### config.mk
export PLATFORM = sky130hd
export DESIGN_NAME = aom_regs
export DESIGN_NICKNAME = d
export VERILOG_FILES = /design/src/hw/aom_pkg.sv /design/src/hw/aom_regs.sv
export SDC_FILE = /design/constraint.sdc
export NUM_CORES = 2
export LEC_CHECK = 0
export BUFFER_PORTS_ARGS = -buffer_cell sky130_fd_sc_hd__buf_2
export CORE_MARGIN = 2
export CORE_UTILIZATION = 40
export CTS_BUF_LIST = sky130_fd_sc_hd__clkbuf_4 sky130_fd_sc_hd__clkbuf_8
export DETAILED_ROUTE_END_ITERATION = 8
export GPL_ROUTABILITY_DRIVEN = 0
export GPL_TIMING_DRIVEN = 0
export PLACE_DENSITY_LB_ADDON = 0.25
export SLEW_MARGIN = 20
export SYNTH_ARGS = -nofsm -noshare
export SYNTH_HDL_FRONTEND = slang
export SYNTH_SLANG_ARGS = --single-unit
### constraint.sdc
create_clock -name I_CLK_SYS -period 31.5 [get_ports I_CLK_SYS]
set_clock_uncertainty 0.1 [all_clocks]
set_input_delay 6.3 -clock I_CLK_SYS [delete_from_list [all_inputs] [get_ports I_CLK_SYS]]
set_output_delay 6.3 -clock I_CLK_SYS [all_outputs]
set_load 0.02 [all_outputs]
### src/hw/aom_pkg.sv
// constants of the analog output module register map
package aom_pkg;
	// coil and discrete-input references
	localparam logic [15:0] A_OPEN_WIRE   = 16'h00E1;
	localparam logic [15:0] A_OPEN_WIRE_D = 16'h27F1;
	localparam logic [15:0] A_PROTO       = 16'h0101;
	localparam logic [15:0] A_WDT_MODE    = 16'h0104;
	localparam logic [15:0] A_WDT_EN      = 16'h0105;
	localparam logic [15:0] A_FORMAT      = 16'h010D;
	localparam logic [15:0] A_WDT_FLAG    = 16'h010E;
	localparam logic [15:0] A_CAL_RELOAD  = 16'h0110;
	localparam logic [15:0] A_FIRST_READ  = 16'h0111;
	// input and holding references
	localparam logic [15:0] A_READBACK_I  = 16'h7571;
	localparam logic [15:0] A_READBACK_H  = 16'h9C81;
	localparam logic [15:0] A_OUT_VALUE   = 16'h9C41;
	localparam logic [15:0] A_SAFE_VALUE  = 16'h9CA1;
	localparam logic [15:0] A_PWR_VALUE   = 16'h9D01;
	localparam logic [15:0] A_TYPE_CODE   = 16'h9D41;
	localparam logic [15:0] A_SLEW        = 16'h9D61;
	localparam logic [15:0] A_FW_LO       = 16'h9E21;
	localparam logic [15:0] A_FW_HI       = 16'h9E22;
	localparam logic [15:0] A_MODEL_LO    = 16'h9E23;
	localparam logic [15:0] A_MODEL_HI    = 16'h9E24;
	localparam logic [15:0] A_NODE_ADDR   = 16'h9E25;
	localparam logic [15:0] A_LINE        = 16'h9E26;
	localparam logic [15:0] A_REPLY_DELAY = 16'h9E28;
	localparam logic [15:0] A_WDT_SET     = 16'h9E29;
	localparam logic [15:0] A_WDT_COUNT   = 16'h9E2C;
	// line settings fields
	localparam int          BAUD_LSB      = 0;
	localparam int          BAUD_W        = 6;
	localparam int          FRAME_LSB     = 6;
	localparam logic [5:0]  BAUD_MIN      = 6'h03;
	localparam logic [5:0]  BAUD_MAX      = 6'h0A;
	localparam logic [5:0]  BAUD_9600     = 6'h06;
	localparam logic [1:0]  FRAME_N1      = 2'h0;
	// limits and reset values
	localparam logic [15:0] DELAY_MAX     = 16'h001E;
	localparam logic [15:0] WDT_SET_MAX   = 16'h00FF;
	localparam logic [15:0] NODE_RST      = 16'h0001;
	localparam logic [7:0]  NODE_RECOVERY = 8'h00;
	localparam logic [15:0] LINE_RST      = 16'h0006;
	localparam logic        PROTO_RST     = 1'b1;
	localparam logic [1:0]  INIT_WAIT     = 2'h3;
	// identity words: values are arbitrary
	localparam logic [15:0] FW_LO_ID      = 16'h0001;
	localparam logic [15:0] FW_HI_ID      = 16'h0000;
	localparam logic [15:0] MODEL_LO_ID   = 16'h0ABC;
	localparam logic [15:0] MODEL_HI_ID   = 16'h0123;
	// timing
	localparam int          CLK_HZ        = 20_000_000;
	localparam int          MS_PER_S      = 1000;
	localparam int          WDT_UNIT_MS   = 100;
	localparam int          MS_CYC        = CLK_HZ / MS_PER_S;
	localparam int          WDT_TICK_CYC  = MS_CYC * WDT_UNIT_MS;
	typedef enum logic [0:0] {
		ST_IDLE = 1'b0,
		ST_WAIT = 1'b1
	} aom_state_t;
endpackage : aom_pkg

### src/hw/aom_regs.sv
// register map and host watchdog of the eight-channel analog output module
// Functional notes
// RL1 - readback per channel in input and holding ranges
// RL2 - eight read-write output value registers
// RL3 - line settings: baud bits 5:0, framing 7:6
// RL4 - reply delay 0..30 ms before answering
// RL5 - watchdog timeout 0..255 tenths of second
// RL6 - timeout count readable, writing 0 clears
// RL7 - protocol coil: 0 ascii, 1 modbus
// RL8 - mode 1: output writes clear timeout
// RL9 - watchdog enable coil turns supervision on
// RL10 - format coil: 0 hex, 1 engineering
// RL11 - timeout status coil, write 1 clears
// RL12 - write 1 reloads factory calibration
// RL13 - reset coil reads 1 once after reset
// RL14 - open-wire bits in coil and discrete ranges
// RL15 - bipolar hex codes are two's complement
// RL16 - 4-20 mA engineering range 4000..20000
// RL17 - indicator off on command, on after reply
// RL18 - recovery mode: address 0, 9600, ascii
// RL19 - timeout sets flag, loads safe values
// RL20 - output writes ignored while timed out
// RL21 - power-on loads power-on or safe values
// RL22 - each timeout increments count, saturating
// RL23 - host must poll faster than timeout
`timescale 1ns/100ps
`default_nettype none
module aom_regs
	import aom_pkg::*;
#(
	parameter int NUM_CH   = 8,
	parameter int MS_CYCLES  = MS_CYC,
	parameter int WDT_CYCLES = WDT_TICK_CYC
) (
	input  wire logic               I_CLK_SYS,
	input  wire logic               I_RST,
	input  wire logic               I_REQ_RD,
	input  wire logic               I_REQ_WR,
	input  wire logic [15:0]        I_REQ_ADDR,
	input  wire logic [15:0]        I_REQ_WDATA,
	input  wire logic               I_RECOVERY,
	input  wire logic [NUM_CH-1:0]  I_OPEN_WIRE,
	input  wire logic               I_WDT_FLAG_NV,
	output logic                    O_RSP_VALID,
	output logic [15:0]             O_RSP_RDATA,
	output logic                    O_RSP_ERR,
	output logic                    O_BUSY,
	output logic [NUM_CH*16-1:0]    O_AO_VALUE,
	output logic                    O_WDT_FLAG,
	output logic                    O_CAL_RELOAD,
	output logic                    O_PWR_LED,
	output logic                    O_PROTO_MODBUS,
	output logic [7:0]              O_NODE_ADDR,
	output logic [5:0]              O_BAUD_CODE,
	output logic [1:0]              O_FRAMING,
	output logic                    O_FORMAT_ENG
);
	if (NUM_CH < 1 || NUM_CH > 8 || MS_CYCLES < 1 || WDT_CYCLES < 1) begin : g_bad_param
		$error("aom_regs: unsupported parameter value");
	end

	// ----------------------------------------
	// decoding helpers
	// ----------------------------------------
	function automatic logic ch_hit(input logic [15:0] a, input logic [15:0] base);
		logic [15:0] d;
		d = a - base;
		ch_hit = (a >= base) && (d < 16'(NUM_CH));
	endfunction : ch_hit

	// engineering limits per type code; hex values pass unchanged
	function automatic logic [15:0] clamp_eng(input logic [15:0] v, input logic [15:0] t);
		logic signed [15:0] lo;
		logic signed [15:0] hi;
		lo = 16'sh0000;
		hi = 16'sh4E20;
		unique case (t)
			16'h0001: lo = 16'sh0FA0; // [RL16]
			16'h0002: hi = 16'sh2710;
			16'h0003: begin
				lo = -16'sh2710;
				hi = 16'sh2710;
			end
			16'h0004: hi = 16'sh1388;
			16'h0005: begin
				lo = -16'sh1388;
				hi = 16'sh1388;
			end
			default: lo = 16'sh0000;
		endcase
		if ($signed(v) < lo)
			clamp_eng = lo;
		else if ($signed(v) > hi)
			clamp_eng = hi;
		else
			clamp_eng = v;
	endfunction : clamp_eng

	// ----------------------------------------
	// storage
	// ----------------------------------------
	logic [15:0]       ao [NUM_CH];
	logic [15:0]       safe_v [NUM_CH];
	logic [15:0]       pwr_v [NUM_CH];
	logic [15:0]       type_c [NUM_CH];
	logic [15:0]       slew [NUM_CH];
	logic [15:0]       node_addr;
	logic [15:0]       line_set;
	logic [15:0]       reply_delay;
	logic [15:0]       wdt_set;
	logic [15:0]       wdt_count;
	logic              proto;
	logic              wdt_mode;
	logic              wdt_en;
	logic              fmt_eng;
	logic              wdt_flag;
	logic              first_read;
	logic [NUM_CH-1:0] ow_s1;
	logic [NUM_CH-1:0] ow_s2;
	logic [NUM_CH-1:0] ow_s3;
	logic [NUM_CH-1:0] open_wire;
	logic [2:0]        rec_s;
	logic              recovery;
	logic [1:0]        init_cnt;
	logic              init_done;
	logic              init_load;
	aom_state_t        state;

	// ----------------------------------------
	// request acceptance
	// ----------------------------------------
	logic              take;
	logic              wr_take;
	logic              rd_take;
	logic [15:0]       a;
	logic [2:0]        ch;
	logic [15:0]       wd;
	logic              ao_write;

	// busy still stands in the answer's cycle, so a request held until the answer is not taken twice
	assign take     = (I_REQ_RD | I_REQ_WR) && !O_BUSY && state == ST_IDLE && init_done;
	assign wr_take  = take & I_REQ_WR;
	assign rd_take  = take & ~I_REQ_WR;
	assign a        = I_REQ_ADDR;
	assign wd       = I_REQ_WDATA;
	assign ch       = I_REQ_ADDR[2:0] - A_OUT_VALUE[2:0];
	assign ao_write = wr_take && ch_hit(a, A_OUT_VALUE);

	// ----------------------------------------
	// pin synchronisers
	// ----------------------------------------
	always_ff @(posedge I_CLK_SYS or posedge I_RST) begin
		if (I_RST) begin
			ow_s1     <= '0;
			ow_s2     <= '0;
			ow_s3     <= '0;
			open_wire <= '0;
			rec_s     <= 3'h0;
			recovery  <= 1'b0;
		end else begin
			ow_s1 <= I_OPEN_WIRE;
			ow_s2 <= ow_s1;
			ow_s3 <= ow_s2;
			for (int i = 0; i < NUM_CH; i++) begin
				if (ow_s2[i] == ow_s3[i])
					open_wire[i] <= ow_s2[i];
			end
			rec_s <= {rec_s[1:0], I_RECOVERY};
			if (rec_s[1] == rec_s[2])
				recovery <= rec_s[1];
		end
	end

	// ----------------------------------------
	// start-up: wait for pins to settle, then load outputs
	// ----------------------------------------
	assign init_load = !init_done && init_cnt == INIT_WAIT;

	always_ff @(posedge I_CLK_SYS or posedge I_RST) begin
		if (I_RST) begin
			init_cnt  <= 2'h0;
			init_done <= 1'b0;
		end else if (!init_done) begin
			init_cnt <= init_cnt + 2'h1;
			if (init_cnt == INIT_WAIT)
				init_done <= 1'b1;
		end
	end

	// ----------------------------------------
	// host watchdog
	// ----------------------------------------
	logic [31:0] tick_div;
	logic        tick;
	logic [7:0]  idle_ticks;
	logic        wdt_event;

	always_ff @(posedge I_CLK_SYS or posedge I_RST) begin
		if (I_RST) begin
			tick_div <= 32'h0;
			tick     <= 1'b0;
		end else begin
			tick <= 1'b0;
			if (tick_div == 32'(WDT_CYCLES - 1)) begin
				tick_div <= 32'h0;
				tick     <= 1'b1; // [RL5]
			end else begin
				tick_div <= tick_div + 32'h1;
			end
		end
	end

	// any served request restarts the idle time of the host
	assign wdt_event = wdt_en && !wdt_flag && init_done && tick && !take
		&& wdt_set[7:0] != 8'h00 && idle_ticks + 8'h01 == wdt_set[7:0]; // [RL9] [RL23]

	always_ff @(posedge I_CLK_SYS or posedge I_RST) begin
		if (I_RST)
			idle_ticks <= 8'h00;
		else if (take || !wdt_en || wdt_flag)
			idle_ticks <= 8'h00;
		else if (tick && idle_ticks != 8'hFF)
			idle_ticks <= idle_ticks + 8'h01;
	end

	// set wins over every clear
	always_ff @(posedge I_CLK_SYS or posedge I_RST) begin
		if (I_RST)
			wdt_flag <= 1'b0;
		else if (init_load)
			wdt_flag <= I_WDT_FLAG_NV;
		else if (wdt_event)
			wdt_flag <= 1'b1; // [RL19]
		else if (wr_take && a == A_WDT_FLAG && wd[0])
			wdt_flag <= 1'b0; // [RL11]
		else if (ao_write && wdt_mode)
			wdt_flag <= 1'b0; // [RL8]
	end

	always_ff @(posedge I_CLK_SYS or posedge I_RST) begin
		if (I_RST)
			wdt_count <= 16'h0000;
		else if (wdt_event) begin
			if (wdt_count != 16'hFFFF)
				wdt_count <= wdt_count + 16'h0001; // [RL22]
		end else if (wr_take && a == A_WDT_COUNT && wd == 16'h0000)
			wdt_count <= 16'h0000; // [RL6]
	end

	// ----------------------------------------
	// analog output values
	// ----------------------------------------
	always_ff @(posedge I_CLK_SYS or posedge I_RST) begin
		if (I_RST) begin
			for (int i = 0; i < NUM_CH; i++)
				ao[i] <= 16'h0000;
		end else if (init_load) begin
			for (int i = 0; i < NUM_CH; i++)
				ao[i] <= I_WDT_FLAG_NV ? safe_v[i] : pwr_v[i]; // [RL21]
		end else if (wdt_event) begin
			for (int i = 0; i < NUM_CH; i++)
				ao[i] <= safe_v[i]; // [RL19]
		end else if (ao_write && !wdt_flag) begin // [RL20]
			ao[ch] <= fmt_eng ? clamp_eng(wd, type_c[ch]) : wd; // [RL2] [RL10] [RL15]
		end
	end

	// ----------------------------------------
	// per-channel settings
	// ----------------------------------------
	always_ff @(posedge I_CLK_SYS or posedge I_RST) begin
		if (I_RST) begin
			for (int i = 0; i < NUM_CH; i++) begin
				safe_v[i] <= 16'h0000;
				pwr_v[i]  <= 16'h0000;
				type_c[i] <= 16'h0000;
				slew[i]   <= 16'h0000;
			end
		end else if (wr_take) begin
			if (ch_hit(a, A_SAFE_VALUE))
				safe_v[a[2:0] - A_SAFE_VALUE[2:0]] <= wd;
			if (ch_hit(a, A_PWR_VALUE))
				pwr_v[a[2:0] - A_PWR_VALUE[2:0]] <= wd;
			if (ch_hit(a, A_TYPE_CODE))
				type_c[a[2:0] - A_TYPE_CODE[2:0]] <= wd;
			if (ch_hit(a, A_SLEW))
				slew[a[2:0] - A_SLEW[2:0]] <= wd;
		end
	end

	// ----------------------------------------
	// module settings and coils
	// ----------------------------------------
	always_ff @(posedge I_CLK_SYS or posedge I_RST) begin
		if (I_RST) begin
			node_addr   <= NODE_RST;
			line_set    <= LINE_RST;
			reply_delay <= 16'h0000;
			wdt_set     <= 16'h0000;
			proto       <= PROTO_RST;
			wdt_mode    <= 1'b0;
			wdt_en      <= 1'b0;
			fmt_eng     <= 1'b0;
		end else if (wr_take) begin
			unique case (a)
				A_NODE_ADDR:   node_addr <= wd;
				A_LINE: begin
					// unknown baud codes are refused, framing kept with them
					if (wd[BAUD_LSB +: BAUD_W] >= BAUD_MIN && wd[BAUD_LSB +: BAUD_W] <= BAUD_MAX)
						line_set <= {8'h00, wd[7:0]}; // [RL3]
				end
				A_REPLY_DELAY: reply_delay <= (wd > DELAY_MAX) ? DELAY_MAX : wd; // [RL4]
				A_WDT_SET:     wdt_set <= (wd > WDT_SET_MAX) ? WDT_SET_MAX : wd; // [RL5]
				A_PROTO:       proto <= wd[0]; // [RL7]
				A_WDT_MODE:    wdt_mode <= wd[0];
				A_WDT_EN:      wdt_en <= wd[0]; // [RL9]
				A_FORMAT:      fmt_eng <= wd[0]; // [RL10]
				default:       proto <= proto;
			endcase
		end
	end

	always_ff @(posedge I_CLK_SYS or posedge I_RST) begin
		if (I_RST)
			first_read <= 1'b1;
		else if (rd_take && a == A_FIRST_READ)
			first_read <= 1'b0; // [RL13]
	end

	always_ff @(posedge I_CLK_SYS or posedge I_RST) begin
		if (I_RST)
			O_CAL_RELOAD <= 1'b0;
		else
			O_CAL_RELOAD <= wr_take && a == A_CAL_RELOAD && wd[0]; // [RL12]
	end

	// ----------------------------------------
	// read decode
	// ----------------------------------------
	logic [15:0] next_rdata;
	logic        next_err;

	always_comb begin
		next_rdata = 16'h0000;
		next_err   = 1'b0;
		if (ch_hit(a, A_READBACK_I))
			next_rdata = ao[a[2:0] - A_READBACK_I[2:0]]; // [RL1]
		else if (ch_hit(a, A_READBACK_H))
			next_rdata = ao[a[2:0] - A_READBACK_H[2:0]]; // [RL1]
		else if (ch_hit(a, A_OUT_VALUE))
			next_rdata = ao[a[2:0] - A_OUT_VALUE[2:0]];
		else if (ch_hit(a, A_SAFE_VALUE))
			next_rdata = safe_v[a[2:0] - A_SAFE_VALUE[2:0]];
		else if (ch_hit(a, A_PWR_VALUE))
			next_rdata = pwr_v[a[2:0] - A_PWR_VALUE[2:0]];
		else if (ch_hit(a, A_TYPE_CODE))
			next_rdata = type_c[a[2:0] - A_TYPE_CODE[2:0]];
		else if (ch_hit(a, A_SLEW))
			next_rdata = slew[a[2:0] - A_SLEW[2:0]];
		else if (ch_hit(a, A_OPEN_WIRE))
			next_rdata = {15'h0000, open_wire[a[2:0] - A_OPEN_WIRE[2:0]]}; // [RL14]
		else if (ch_hit(a, A_OPEN_WIRE_D))
			next_rdata = {15'h0000, open_wire[a[2:0] - A_OPEN_WIRE_D[2:0]]}; // [RL14]
		else begin
			unique case (a)
				A_FW_LO:       next_rdata = FW_LO_ID;
				A_FW_HI:       next_rdata = FW_HI_ID;
				A_MODEL_LO:    next_rdata = MODEL_LO_ID;
				A_MODEL_HI:    next_rdata = MODEL_HI_ID;
				A_NODE_ADDR:   next_rdata = node_addr;
				A_LINE:        next_rdata = line_set;
				A_REPLY_DELAY: next_rdata = reply_delay;
				A_WDT_SET:     next_rdata = wdt_set;
				A_WDT_COUNT:   next_rdata = wdt_count;
				A_PROTO:       next_rdata = {15'h0000, proto};
				A_WDT_MODE:    next_rdata = {15'h0000, wdt_mode};
				A_WDT_EN:      next_rdata = {15'h0000, wdt_en};
				A_FORMAT:      next_rdata = {15'h0000, fmt_eng};
				A_WDT_FLAG:    next_rdata = {15'h0000, wdt_flag};
				A_CAL_RELOAD:  next_rdata = 16'h0000;
				A_FIRST_READ:  next_rdata = {15'h0000, first_read}; // [RL13]
				default:       next_err = 1'b1;
			endcase
		end
	end

	// ----------------------------------------
	// answer timing and indicator
	// ----------------------------------------
	logic [31:0] ms_div;
	logic [4:0]  ms_left;

	always_ff @(posedge I_CLK_SYS or posedge I_RST) begin
		if (I_RST) begin
			state       <= ST_IDLE;
			ms_div      <= 32'h0;
			ms_left     <= 5'h00;
			O_RSP_VALID <= 1'b0;
			O_RSP_RDATA <= 16'h0000;
			O_RSP_ERR   <= 1'b0;
		end else begin
			O_RSP_VALID <= 1'b0;
			unique case (state)
				ST_IDLE: begin
					if (take) begin
						state       <= ST_WAIT;
						ms_div      <= 32'h0;
						ms_left     <= reply_delay[4:0]; // [RL4]
						O_RSP_RDATA <= I_REQ_WR ? 16'h0000 : next_rdata;
						O_RSP_ERR   <= next_err;
					end
				end
				ST_WAIT: begin
					if (ms_left == 5'h00) begin
						state       <= ST_IDLE;
						O_RSP_VALID <= 1'b1;
					end else if (ms_div == 32'(MS_CYCLES - 1)) begin
						ms_div  <= 32'h0;
						ms_left <= ms_left - 5'h01;
					end else begin
						ms_div <= ms_div + 32'h1;
					end
				end
			endcase
		end
	end

	always_ff @(posedge I_CLK_SYS or posedge I_RST) begin
		if (I_RST)
			O_PWR_LED <= 1'b1;
		else if (take)
			O_PWR_LED <= 1'b0; // [RL17]
		else if (state == ST_WAIT && ms_left == 5'h00)
			O_PWR_LED <= 1'b1; // [RL17]
	end

	// ----------------------------------------
	// effective link settings
	// ----------------------------------------
	always_ff @(posedge I_CLK_SYS or posedge I_RST) begin
		if (I_RST) begin
			O_PROTO_MODBUS <= 1'b0;
			O_NODE_ADDR    <= NODE_RECOVERY;
			O_BAUD_CODE    <= BAUD_9600;
			O_FRAMING      <= FRAME_N1;
			O_FORMAT_ENG   <= 1'b0;
			O_WDT_FLAG     <= 1'b0;
			O_BUSY         <= 1'b1;
		end else begin
			O_FORMAT_ENG <= fmt_eng;
			O_WDT_FLAG   <= wdt_flag;
			O_BUSY       <= !init_done || state != ST_IDLE || take;
			if (recovery) begin
				O_PROTO_MODBUS <= 1'b0; // [RL18]
				O_NODE_ADDR    <= NODE_RECOVERY;
				O_BAUD_CODE    <= BAUD_9600;
				O_FRAMING      <= FRAME_N1;
			end else begin
				O_PROTO_MODBUS <= proto; // [RL7]
				O_NODE_ADDR    <= node_addr[7:0];
				O_BAUD_CODE    <= line_set[BAUD_LSB +: BAUD_W]; // [RL3]
				O_FRAMING      <= line_set[FRAME_LSB +: 2];
			end
		end
	end

	genvar g;
	generate
		for (g = 0; g < NUM_CH; g++) begin : g_ao
			assign O_AO_VALUE[g*16 +: 16] = ao[g];
		end
	endgenerate
endmodule : aom_regs
`default_nettype wire

==> summary.md <==
| Metric | Value |
|---|---|
| Status | finished, violations left |
| Failing checks | design-rule violations |
| Post-synthesis sequential area ratio | 50.0% |
| Share of synthesized flip-flops with an asynchronous set or reset | 100% |
| Mapped Avg Cell Area | 11.2 µm² |
| Per-cell routed wire length | 34.8 µm |
| Ys flop type | dfrtp_1 |
| DP HPWL | 144 mm |
| Part of the power in combinational logic | 12.2% |
| Crit-path max FO | 11 |
| Filler cells | 10200 |
| Reg power frac | 43.4% |
| Reg area | 21900 µm² |
| Clock Sinks | 876 |
| Area grow syn2layout | 15.2% |
| Syn Std Cell Area | 43800 µm² |
| Yosys top cell area share | 49.5% |
| 1st-iter DRT viols | 7346 |
| Master of the slowest instance on the critical path | nand3_1 |
| Lkg Pwr | 23.6 nW |
| VDD IR max | 0.0351 mV |
| Core area | 109000 µm² |
| Largest area contributor in the netlist | dfrtp_1 |
| Critical-path cell list | buf_2 -> buf_4 -> buf_6 -> inv_2 -> clkbuf_2 -> ha_1 -> buf_2 -> buf_2 -> buf_2 -> buf_1 -> nand3_1 -> clkbuf_1 -> nor2_1 -> a21oi_1 -> clkbuf_2 -> nor2b_1 -> a211oi_1 |
| RSZ-0062 raised after global routing | no |
| WHS | 0.246 ns |
| Gr ovfl total | 0 |
| Count of cell types in the netlist | 104 |
| CP dominant cell by count | buf_2 |
| Seq cells post-synth | 876 |
| Max-slew violation count | 0 |
| CTS tree | built |
| Routed WL | 204 mm |
| Chip height | 335 µm |
| Largest net degree at the start of global routing | 105 |
| Final ANT Viol Nets | 0 |
| Cells after synthesis | 3924 |
| Critical path's largest stage delay | 1.02 ns |
| Initial core utilization | 40.3% |
| Final #Nets | 4382 |
| Post-CTS Resized | 0 |
| Top delay family on crit path | buffers and inverters |
| Mapped Nets | 4003 |
| WS Path Type | in -> reg |
| EDFF count, synth | 0 |
| Layout cell share with drive strength beyond 1 | 28.8% |
| DRC viols | 46 |
| PwrDens | 52.6 nW/µm² |
| Worst-skew pair later-pin latency | 0.89 ns |
| CTS Hold Bufs | 0 |
| Critical path startpoint category | primary input |
| Num rows | 121 |
| Crit end category | flip-flop |
| Minimum setup slack in the final design | 17.55 ns |
| Internal Power | 0.00187 W |
| WP data required | 32.06 ns |
| Critical Path AT | 14.51 ns |
| Max-Cap Viols | 0 |
| Clock Path Buffers | 3 |
| Post-CTS setup buffers | 0 |
| Clock-pin transition on the worst setup and hold timing paths | 0.05 ns |
| Clock tree root buffer cell | clkbuf_8 |
| Class of the worst hold path | reg -> reg |
| Synth top cells by count | dfrtp_1, mux2_2, nor2_1 |
| I/O pins | 214 |
| Post-place setup slack | 17.21 ns |
| Final hold violations | 0 |
| Die Width | 335 µm |
| Footprint of the multi-input gates | 20400 µm² |
| Least-Margin Pin Slew | 1.43 ns |
| GRT Util Overall | 35.6% |
| Routed vias/inst | 6.79 |
| Drt pass-1 iters | 9 |
| CTS Buf Count | 156 |
| Synth top area cells | dfrtp_1, mux2_2, o21ai_0 |
| Buffers & Inverters on Critical Path | 11 |
| First-pass GRT wire length | 282 mm |
| Clk pwr share | 44.3% |
| Die area | 112000 µm² |
| Ys Warns | 0 |
| Final setup fails | 0 |
| H-tree levels | 4 |
| Sw Ratio | 29.5% |
| Initial antenna violation count | 24 |
| Fin crit period | 13.95 ns |
| Port buffer count | 208 |
| Worst slew margin | 4.91% |
| Max Clk Rate | 0.0717 GHz |
| Switch Pwr | 0.000785 W |
| Vias in the first global route | 37500 |
| DR vias | 39700 |
| Tcrit/Tclk final | 44.3% |
| Most common cell in the netlist | dfrtp_1 |
-- area by class of cell --
| type | instances | share of cell area, % |
|---|---|---|
| clock buffers | 239 | 5.90 |
| plain buffers | 307 | 2.83 |
| well taps | 1414 | 3.50 |
| clock inverters | 40 | 0.867 |
| diodes | 15 | 0.0744 |
| inverters | 40 | 0.312 |
| repair buffers | 221 | 2.62 |
| multi-input cells | 2701 | 40.5 |
| flip-flops and latches | 876 | 43.4 |
-- cells by family (layout without fill, tap and decap cells) --
logic type / Yosys count / in the layout / synth area share, %
mux: 617 / 617 / 16.5
other cells: 0 / 15 / 0
flops: 876 / 876 / 50.0
compound gates: 920 / 920 / 14.7
simple gates: 1030 / 1030 / 12.2
xor+xnor: 92 / 92 / 1.87
fa+ha+maj: 42 / 42 / 1.15
buf+inv: 347 / 847 / 3.51
-- power by group through the flow --
stage                     registers, W  clock network [W]  logic (W)
final                          0.00115            0.00118   0.000325
after global routing           0.00115            0.00123   0.000331
after CTS                      0.00115            0.00118   0.000302
after detailed placement       0.00117                  0   0.000301
after global placement         0.00118                  0   0.000295
after floorplan                0.00118                  0   0.000158
-- per-stage QoR --
stage	power, W	util [%]	area [µm²]	TNS, ns	cells
finish	0.00266	46.4	50500	0	5853
global route	0.00272	46.4	50500	0	5841
global placement	0.00147	42.9	46600	-8562.84	5546
detailed placement	0.00147	43.2	47000	0	5558
floorplan	0.00133	-	43800	0	3924
CTS	0.00264	46.4	50400	0	5837
-- path summary, 6_finish.rpt --
check	from	to	slack (ns)	depth (start not counted)
setup / recovery	I_REQ_ADDR[0]	O_AO_VALUE[0]	17.55	17
hold / removal	ow_s1[5]	ow_s2[5]	0.25	0
min in group asynchronous	I_RST	type_c[83]	5.46	2
setup reg to reg	type_c[59]	O_AO_VALUE[56]	25.55	17
hold reg to reg	ow_s1[5]	ow_s2[5]	0.25	0
max in group asynchronous	I_RST	O_AO_VALUE[1]	23.98	5
-- registers in the layout, summed over array words and instances (netlist names), 16 cells and up --
register	flops
O_RSP_RDATA	16
node_addr	16
safe_v	128
ms_div	32
wdt_count	16
wdt_set	16
type_c	128
pwr_v	128
slew	128
O_AO_VALUE	128
reply_delay	16
tick_div	32
-- layer usage --
layer | vias up | global-route usage (%) | share of wire, %
met5 | - | 2.56 | 0.25
met4 | 34 | 21.9 | 7.3
met3 | 984 | 19.3 | 16
met2 | 3539 | 47.0 | 39
met1 | 19600 | 44.7 | 37
li1 | 15600 | - | -
-- placed cells by master (no fill, tap or decap), types with 51 or more instances in the layout --
master / count
nor3_1: 70
buf_2: 257
clkbuf_8: 189
a21oi_1: 91
mux2_2: 543
nand2_1: 246
o22ai_1: 171
nand4_1: 51
a222oi_1: 104
nor2_1: 259
o21ai_0: 226
clkbuf_1: 186
clkbuf_4: 51
dfrtp_1: 867
nand3_1: 79
No activity file was read; power rests on OpenSTA's default activity.
